<file path="config.mk">
export PLATFORM = sky130hd
export DESIGN_NAME = swsq_sequencer
export DESIGN_NICKNAME = d
export VERILOG_FILES = /design/src/swsq_pkg.sv /design/src/swsq_sequencer.sv /design/src/swsq_sync.sv
export SDC_FILE = /design/constraint.sdc
export NUM_CORES = 1
export LEC_CHECK = 0
export BUFFER_PORTS_ARGS = -buffer_cell sky130_fd_sc_hd__buf_2
export CORE_AREA = 3 3 52 54
export CTS_CLUSTER_DIAMETER = 30
export DETAILED_ROUTE_END_ITERATION = 6
export DIE_AREA = 0 0 55 57
export HOLD_SLACK_MARGIN = 0.1
export PLACE_DENSITY_LB_ADDON = 0.05
export RECOVER_POWER = 50
export SLEW_MARGIN = 20
export SYNTH_ARGS = -nofsm -noshare
export SYNTH_HDL_FRONTEND = slang
export SYNTH_SLANG_ARGS = --single-unit
export TNS_END_PERCENT = 20
</file>
<file path="constraint.sdc">
create_clock -name clk_sys -period 1.3 [get_ports clk_sys]
set_input_delay 0.13 -clock clk_sys [delete_from_list [all_inputs] [get_ports clk_sys]]
set_output_delay 0.13 -clock clk_sys [all_outputs]
set_load 0.05 [all_outputs]
</file>
<file path="src/swsq_pkg.sv">
//------------------------------------------------------------
//------------------------------------------------------------
`default_nettype none
package swsq_pkg;

    // ------------------------------------------------------------
    // rate code layout (five bits, D3 at bit 0)
    // ------------------------------------------------------------
    localparam int RATE_W         = 5;
    localparam int CAP_LSB        = 0;       // D3
    localparam int CAP_MSB        = 1;       // D4
    localparam int RES_LSB        = 2;       // D5
    localparam int RES_MSB        = 4;       // D7
    localparam int RES_W          = 3;
    localparam int RES_SEL_W      = 8;       // one-hot resistor / input lines
    localparam int SYNC_W         = 5;       // synchronised inputs

    localparam logic [1:0] CAP_FAST   = 2'h3;  // 20 us .. 1 ms
    localparam logic [1:0] CAP_MID    = 2'h1;  // 2 ms .. 100 ms
    localparam logic [1:0] CAP_SLOW   = 2'h0;  // 200 ms .. 10 s
    localparam logic [4:0] RATE_MANUAL   = 5'h1F;
    localparam logic [4:0] RATE_EXTERNAL = 5'h0F;  // D7 low, D6..D3 high
    localparam logic [2:0] RES_MANUAL_IN = 3'h7;  // manual level line
    localparam logic [2:0] RES_EXT_IN    = 3'h3;  // external horizontal line

    // trigger source selection
    typedef enum logic [1:0] {
        SWSQ_TRIG_VIDEO,
        SWSQ_TRIG_EXT,
        SWSQ_TRIG_LINE
    } swsq_trig_t;

    // sequencer phases
    typedef enum logic [1:0] {
        SWSQ_RETRACE,
        SWSQ_ARMED,
        SWSQ_SWEEP,
        SWSQ_ANALOG
    } swsq_state_t;

    // raw asynchronous inputs as one group
    typedef struct packed {
        logic trig_video;
        logic trig_ext;
        logic trig_line;
        logic right_of_screen;   // ramp past about +7.4 V
        logic end_of_sweep;      // ramp past about +8 V
    } swsq_async_t;

    // analog switch controls as one group
    typedef struct packed {
        logic                 cap_mid_on;
        logic                 cap_slow_on;
        logic                 feedback_on;
        logic [RES_SEL_W-1:0] res_sel;
    } swsq_analog_t;

endpackage : swsq_pkg
`default_nettype wire

</file>
<file path="src/swsq_sequencer.sv">
`timescale 1ns/1ps
`default_nettype none
// ------------------------------------------------------------
// sweep cycle sequencer top
// ------------------------------------------------------------
module swsq_sequencer
    import swsq_pkg::*;
(
    input  wire logic              clk_sys,
    input  wire logic              reset,
    input  wire logic [RATE_W-1:0] rate_code,        // latched rate code, D3 at bit 0
    input  wire swsq_trig_t        trig_source,      // latched trigger source
    input  wire logic              free_run,         // 1 = free run, 0 = triggered
    input  wire logic              holdoff_done,     // holdoff timer finished
    input  wire swsq_async_t       async_in,         // comparators and triggers
    output var  logic              display_blank_gate, // high = display shown
    output var  logic              pen_raise,        // high = plotter pen up
    output var  logic              reset_clamp,      // integrator discharge
    output var  logic              holdoff_start,    // high while holdoff runs
    output var  logic              sweep_start,      // start multiplexer output
    output var  logic              trig_flop,        // trigger flip-flop state
    output var  swsq_analog_t      analog_ctl        // capacitor/resistor switches
);

    // ------------------------------------------------------------
    // operation overview
    // ------------------------------------------------------------
    // retrace: sweep-state flop set, clamp on, display blanked,
    //          holdoff runs until the external timer reports done
    // armed:   start multiplexer enabled; free run starts at once,
    //          triggered mode waits for a rising selected trigger
    // sweep:   clamp off, ramp climbs; right-of-screen lifts the pen,
    //          end-of-sweep sets the flop again and restarts holdoff
    // analog:  manual level or external input drives the integrator
    //          as an amplifier; the flop is held reset meanwhile
    // every comparator and trigger arrives two clocks late through
    //          the synchroniser, so a trigger narrower than one clock
    //          period can be missed; stretch such pulses upstream
    // trigger flop: cleared by the first armed edge, set again as the
    //          sweep begins, ready for the next holdoff-trigger cycle
    // limitation: trigger source code three selects nothing, so the
    //          sequencer then only runs in free run
    // outputs lag the internal decision by one clock; the clamp and
    //          blank gate always move on the same edge, the pen also moves alone at right-of-screen
    // holdoff length is not timed here: the external timer owns it,
    //          and its done level is sampled on every clock
    // a rate code change mid-sweep to another ramp code only retunes the
    //          analog switches; a change to manual or external enters the analog phase

    // ------------------------------------------------------------
    // input synchronisation
    // ------------------------------------------------------------
    logic [SYNC_W-1:0] synced;      // registered copies of async_in
    swsq_sync u_sync (
        .clk_sys (clk_sys),
        .reset   (reset),
        .raw     (async_in),
        .synced  (synced)
    );
    swsq_async_t s_in;              // synced, named fields
    assign s_in = swsq_async_t'(synced);

    // ------------------------------------------------------------
    // decode helpers
    // ------------------------------------------------------------
    // one-hot resistor or input line from the rate code
    function automatic logic [RES_SEL_W-1:0] res_decode(input logic [RATE_W-1:0] code);
        logic [RES_SEL_W-1:0] sel;
        sel = '0;
        if (code == RATE_EXTERNAL)
            sel[RES_EXT_IN] = 1'b1;
        else
            sel[code[RES_MSB:RES_LSB]] = 1'b1;
        return sel;
    endfunction : res_decode

    // manual scan or external sweep selected
    function automatic logic is_analog(input logic [RATE_W-1:0] code);
        return (code == RATE_MANUAL) || (code == RATE_EXTERNAL);
    endfunction : is_analog

    // ------------------------------------------------------------
    // trigger source multiplexer and edge detect
    // ------------------------------------------------------------
    logic trig_sel;                 // selected trigger level
    logic trig_prev;                // last selected level
    logic trig_rise;                // rising edge of selected trigger

    always_comb begin
        case (trig_source)
            SWSQ_TRIG_VIDEO: trig_sel = s_in.trig_video;
            SWSQ_TRIG_EXT:   trig_sel = s_in.trig_ext;
            SWSQ_TRIG_LINE:  trig_sel = s_in.trig_line;
            default:         trig_sel = 1'b0;               // unused code: no trigger
        endcase
        trig_rise = trig_sel & ~trig_prev;
    end

    // ------------------------------------------------------------
    // sequencer next state
    // ------------------------------------------------------------
    swsq_state_t  state, next_state;
    logic         next_blank, next_pen, next_clamp, next_holdoff;
    logic         next_start, next_trig_flop;
    logic         mux_enable;       // start multiplexer enabled
    logic         analog_mode;      // manual / external
    swsq_analog_t next_analog;

    always_comb begin
        analog_mode    = is_analog(rate_code);
        mux_enable     = (state == SWSQ_ARMED);
        next_state     = state;
        next_trig_flop = trig_flop;
        next_start     = 1'b0;                              // low unless enabled
        next_holdoff   = holdoff_start;
        case (state)
            SWSQ_RETRACE: begin                             // clamp on, holdoff runs
                next_holdoff = 1'b1;
                if (holdoff_done) begin
                    next_state   = SWSQ_ARMED;
                    next_holdoff = 1'b0;
                end
            end
            SWSQ_ARMED: begin
                // trigger flop only clears on an edge once enabled
                if (mux_enable && trig_rise) begin
                    next_trig_flop = 1'b0;
                end
                // free run passes a constant high, else the trigger
                if (mux_enable && (free_run || trig_rise)) begin
                    next_start = 1'b1;
                    next_state = SWSQ_SWEEP;
                end
            end
            SWSQ_SWEEP: begin
                next_trig_flop = 1'b1;                      // re-arm on start
                next_start     = 1'b0;
                // end of sweep sets the flop and starts holdoff together
                if (s_in.end_of_sweep) begin
                    next_state   = SWSQ_RETRACE;
                    next_holdoff = 1'b1;
                end
            end
            SWSQ_ANALOG: begin                              // amplifier mode
                if (!analog_mode)
                    next_state = SWSQ_RETRACE;
            end
            default: next_state = SWSQ_RETRACE;
        endcase
        // manual/external overrides state, start and holdoff; flop held reset
        if (analog_mode) begin
            next_state   = SWSQ_ANALOG;
            next_start   = 1'b0;
            next_holdoff = 1'b0;
        end
        // outputs follow the sweep-state flop (set in RETRACE/ARMED)
        next_clamp = (next_state == SWSQ_RETRACE) || (next_state == SWSQ_ARMED);
        next_blank = ~next_clamp;
        // pen up whenever blanked, or in sweep past right edge of screen
        next_pen   = ~next_blank || (next_state == SWSQ_SWEEP && s_in.right_of_screen);
        if (next_state == SWSQ_ANALOG)
            next_pen = 1'b0;                                // gate high, pen down
        // analog switches
        next_analog.res_sel     = res_decode(rate_code);
        next_analog.feedback_on = analog_mode;
        next_analog.cap_mid_on  = !analog_mode &&
            (rate_code[CAP_MSB:CAP_LSB] == CAP_MID || rate_code[CAP_MSB:CAP_LSB] == CAP_SLOW);
        next_analog.cap_slow_on = !analog_mode &&
            (rate_code[CAP_MSB:CAP_LSB] == CAP_SLOW);
    end

    // ------------------------------------------------------------
    // trigger path registers
    // ------------------------------------------------------------
    // reset leaves the trigger flop set and the edge memory at the
    // idle low level of the synced input, so no false edge follows
    always_ff @(posedge clk_sys) begin
        if (reset) begin
            trig_prev <= 1'b0;                              // idle level
            trig_flop <= 1'b1;                              // armed
        end else begin
            trig_prev <= trig_sel;
            trig_flop <= next_trig_flop;
        end
    end

    // ------------------------------------------------------------
    // sequencer registers; reset leaves sweep-state flop set
    // ------------------------------------------------------------
    // every output comes straight from a flop, so the blanking gate,
    // pen and clamp change only on a clock edge with no decode glitch
    always_ff @(posedge clk_sys) begin
        if (reset) begin
            state              <= SWSQ_RETRACE;
            sweep_start        <= 1'b0;                     // start mux quiet
            holdoff_start      <= 1'b1;                     // holdoff from reset
            display_blank_gate <= 1'b0;
            pen_raise          <= 1'b1;
            reset_clamp        <= 1'b1;
        end else begin
            state              <= next_state;
            sweep_start        <= next_start;               // one-cycle pulse
            holdoff_start      <= next_holdoff;
            display_blank_gate <= next_blank;
            pen_raise          <= next_pen;
            reset_clamp        <= next_clamp;
        end
    end

    // ------------------------------------------------------------
    // analog switch registers
    // ------------------------------------------------------------
    // all switches open during reset; the rate code is re-decoded on
    // every clock, so a new latched code takes effect one edge later
    always_ff @(posedge clk_sys) begin
        if (reset) begin
            analog_ctl <= '0;                               // switches open
        end else begin
            analog_ctl <= next_analog;
        end
    end

endmodule : swsq_sequencer
`default_nettype wire

</file>
<file path="src/swsq_sync.sv">
`timescale 1ns/1ps
`default_nettype none
// ------------------------------------------------------------
// two-stage synchroniser bank
// ------------------------------------------------------------
module swsq_sync
    import swsq_pkg::*;
(
    input  wire logic              clk_sys,
    input  wire logic              reset,
    input  wire logic [SYNC_W-1:0] raw,
    output var  logic [SYNC_W-1:0] synced
);
    logic [SYNC_W-1:0] stage1;        // first stage, read only by stage two
    logic [SYNC_W-1:0] next_stage1;
    logic [SYNC_W-1:0] next_synced;

    // next values: plain shift
    always_comb begin
        next_stage1 = raw;
        next_synced = stage1;
    end

    // registers; reset clears both stages
    always_ff @(posedge clk_sys) begin
        if (reset) begin
            stage1 <= '0;
            synced <= '0;
        end else begin
            stage1 <= next_stage1;
            synced <= next_synced;
        end
    end
endmodule : swsq_sync
`default_nettype wire

</file>
==> summary.md <==
| Metric | Value |
|---|---|
| Post-CTS setup buffer count | `0` |
| Clock power frac | `0.311` |
| Dpl ws | `0.0719 ns` |
| Worst-path cell chain | `dlygate4sd3_1 -> buf_2 -> nor3_1 -> dlygate4sd3_1` |
| Most frequent CP cell | `dlygate4sd3_1` |
| Outcome | `complete, no violations` |
| Area contributors post-synth | `dfxtp_1 61%, nor2b_1 7.0%, nand2b_1 3.8%` |
| Slew Limit Headroom | `0.715` |
| Net switching power | `485 uW` |
| Hold WS | `0.113 ns` |
| Max clock buf depth | `2` |
| TritonCTS Buffers | `5` |
| Mapped Nets | `approximately 110` |
| Fin worst setup slack | `0.0211 ns` |
| Cells on Worst Hold Path | `3` |
| Area of the multi-input gates | `369 sq um` |
| Most common cell after layout, fill and taps aside | `dfxtp_1` |
| Initial antenna violation count | `0` |
| Die height | `57 um` |
| Final Max Tran Viols | `0` |
| Max Cap Violations | `0` |
| # fillers | `205` |
| DR WL/cell | `10.9 um` |
| Commonest non-fill, non-tap cells in the layout | `30 x dfxtp_1, 28 x buf_2, 12 x dlygate4sd3_1, 11 x nor2b_1, 9 x nor2_1` |
| CP Class | `input pin to flop` |
| Tightest Pin Transition | `around 0.43 ns` |
| Gr ovfl total | `0` |
| Yosys warning count | `0` |
| Yosys top cell by area | `dfxtp_1` |
| IO Count | `33` |
| Die Wd | `55 um` |
| Post-synth top flop | `dfxtp_1` |
| Sequential share of the synthesized area | `0.614` |
| Pint | `1330 uW` |
| Initial core utilization | `0.434` |
| Cells after Synth | `91` |
| Clk slew on worst S/H paths | `approximately 0.090 ns` |
| Number of synthesized flops with an enable pin | `0` |
| Nets | `158` |
| DRT Wirelength | `1870 um` |
| Via-per-instance ratio | `4.75` |
| Pwr/cell area | `approximately 1300 nW/um^2` |
| Fin crit share | `0.984` |
| Root buf cell | `clkbuf_4` |
| ANT cells | `0` |
| Worst r2r path cells | `4` |
| Leak | `0.000605 uW` |
| Critical Path RT | `1.57 ns` |
| Switching part of the total | `0.267` |
| Startpoint types | `input pin` |
| Htree depth | `2` |
| Async SR Flop Fraction | `0` |
| Max Freq | `just under 0.8 GHz` |
| Seq pwr share | `0.538` |
| CTS sink cnt | `30` |
| Antenna viol nets, final | `0` |
| Worst-Skew Late Latency | `between 0.3 and 0.4 ns` |
| Largest stage delay, worst path | `approximately 0.56 ns` |
| Pin count of the biggest net entering global routing | `26` |
| Post-synthesis xor/xnor area fraction | `0` |
| Post-route minimum period | `1.28 ns` |
| Multiplexer share of the synthesized area | `0.0256` |
| First-pass GRT wire length | `3060 um` |
| Area added between synthesis and finish | `40.2%` |
| Final GP Congestion | `0.760` |
| Residual DRC | `0` |
| Synth Cell Area | `just under 1000 sq um` |
| CTS tree | `done` |
| Simple-gate share of the synthesized area | `0.244` |
| Final setup fails | `0` |
| Fin. Hold Viols | `0` |
| Via count | `between 800 and 900` |
| Post-Synth Adder-Cell Area | `0` |
| Netlist cell types | `26` |
| Syn Area/Cell | `10.8 sq um` |
| #FFs+latches synth | `30` |
| Logic gate share of total power | `0.151` |
| Row count | `17` |
| Largest family of logic cells by synthesized area | `simple AND/OR/NAND/NOR gates` |
| Peak supply drop | `0.845 mV` |
| Clock skew | `around 0.0086 ns` |
| Vias in the first global route | `approximately 800` |
| FF/Latch Area | `601 sq um` |
| Hold Crit Class | `input pin to flop` |
| Starting DRT DRC Count | `25` |
| CP Capture Type | `flop` |
| Top-area cell type share of the netlist area | `0.614` |
| Dpl hpwl | `1220 um` |
| Slowest CP cell | `dlygate4sd3_1` |
| Die area | `3140 sq um` |
| Arr. time, crit path | `1.55 ns` |
| Share of cells above drive strength 1 | `0.329` |
| Core area | `2250 sq um` |
| TritonRoute pass-1 iters | `4` |
| Port bufs | `32` |
| GR Util All Layers | `0.138` |
| Max FO, Critical Path | `3` |
| Synth Area in Compound Gates | `0.0959` |
-- synthesized netlist by cell type, types with 2 or more instances --
cell type and count:
a21oi_1 3, o211ai_1 2, clkbuf_1 2, dfxtp_1 30
nand2_1 2, nor3_1 6, nor2b_1 11, nand2b_1 6
a211oi_2 2, nor2_1 9, nor4_1 2, inv_1 2
-- sequential cells by signal, summed over array words and instances (netlist names) --
signal / flops
trig_prev: 1
reset_clamp: 1
pen_raise: 1
sweep_start: 1
state: 2
holdoff_start: 1
display_blank_gate: 1
u_sync.next_synced: 5
trig_flop: 1
analog_ctl: 11
u_sync.synced: 5
-- worst paths after layout --
kind / start / to / slack (ns)
worst max-delay path: rate_code[0] / analog_ctl[9] / 0.02
worst min-delay path: trig_source[0] / trig_prev / 0.11
worst min register to register: u_sync.next_synced[0] / u_sync.synced[0] / 0.44
worst max register to register: u_sync.synced[4] / state[0] / 0.12
-- repair_timing --
item,CTS,global route
endpoints found under the setup margin,0,5
hold endpoints to repair,13,0
hold buffers,12,0
gates resized for setup,0,2
-- worst max-delay path, delay by kind of cell --
kind,cells,cell delay [ns]
AND/OR/NAND/NOR,1,0.18
buffers and inverters,3,1.24
-- metal layers --
| metal | track usage | part of all wire |
|---|---|---|
| met1 | 0.154 | 0.40 |
| met2 | 0.206 | 0.50 |
| met3 | 0.0574 | 0.069 |
| met4 | 0.0938 | 0.033 |
| met5 | 0 | 0 |
-- kinds of logic (layout without fill, tap and decap cells) --
group,Yosys count,after routing
buffers and inverters,5,57
multiplexers,2,2
AO/OA/AOI/OAI,12,12
AND/OR/NAND/NOR,42,42
flip-flops,30,30
-- stage by stage --
| stage | TNS [ns] | utilization | power (uW) | instances | area, sq um |
|---|---|---|---|---|---|
| 4_1_cts | 0 | 0.605 | 1840 | 171 | 1360 |
| 3_5_place_dp | 0 | 0.525 | 1240 | 151 | 1180 |
| 6_report | 0 | 0.608 | 1820 | 171 | 1370 |
| 2_1_floorplan | 0 | - | 1160 | 91 | 978 |
| 5_1_grt | -0.0110 | 0.608 | 1910 | 171 | 1370 |
| 3_3_place_gp | 0 | 0.525 | 1240 | 151 | 1180 |
-- area by class of cell --
cell class,count,area share
clock buffer,7,0.0401
clock inverter,1,0.00365
inverter,2,0.00547
multi-input combinational,56,0.269
sequential,30,0.438
tap,28,0.0255
timing repair buffer,47,0.218
-- power by group through the flow --
stage	Combinational, uW	Clock, uW	Sequential, uW
2_1_floorplan	86.0	0	1080
3_3_place_gp	243	0	999
3_5_place_dp	245	0	999
4_1_cts	272	588	978
5_1_grt	296	626	984
6_report	274	564	978
No activity file was read; power rests on OpenSTA's default activity.
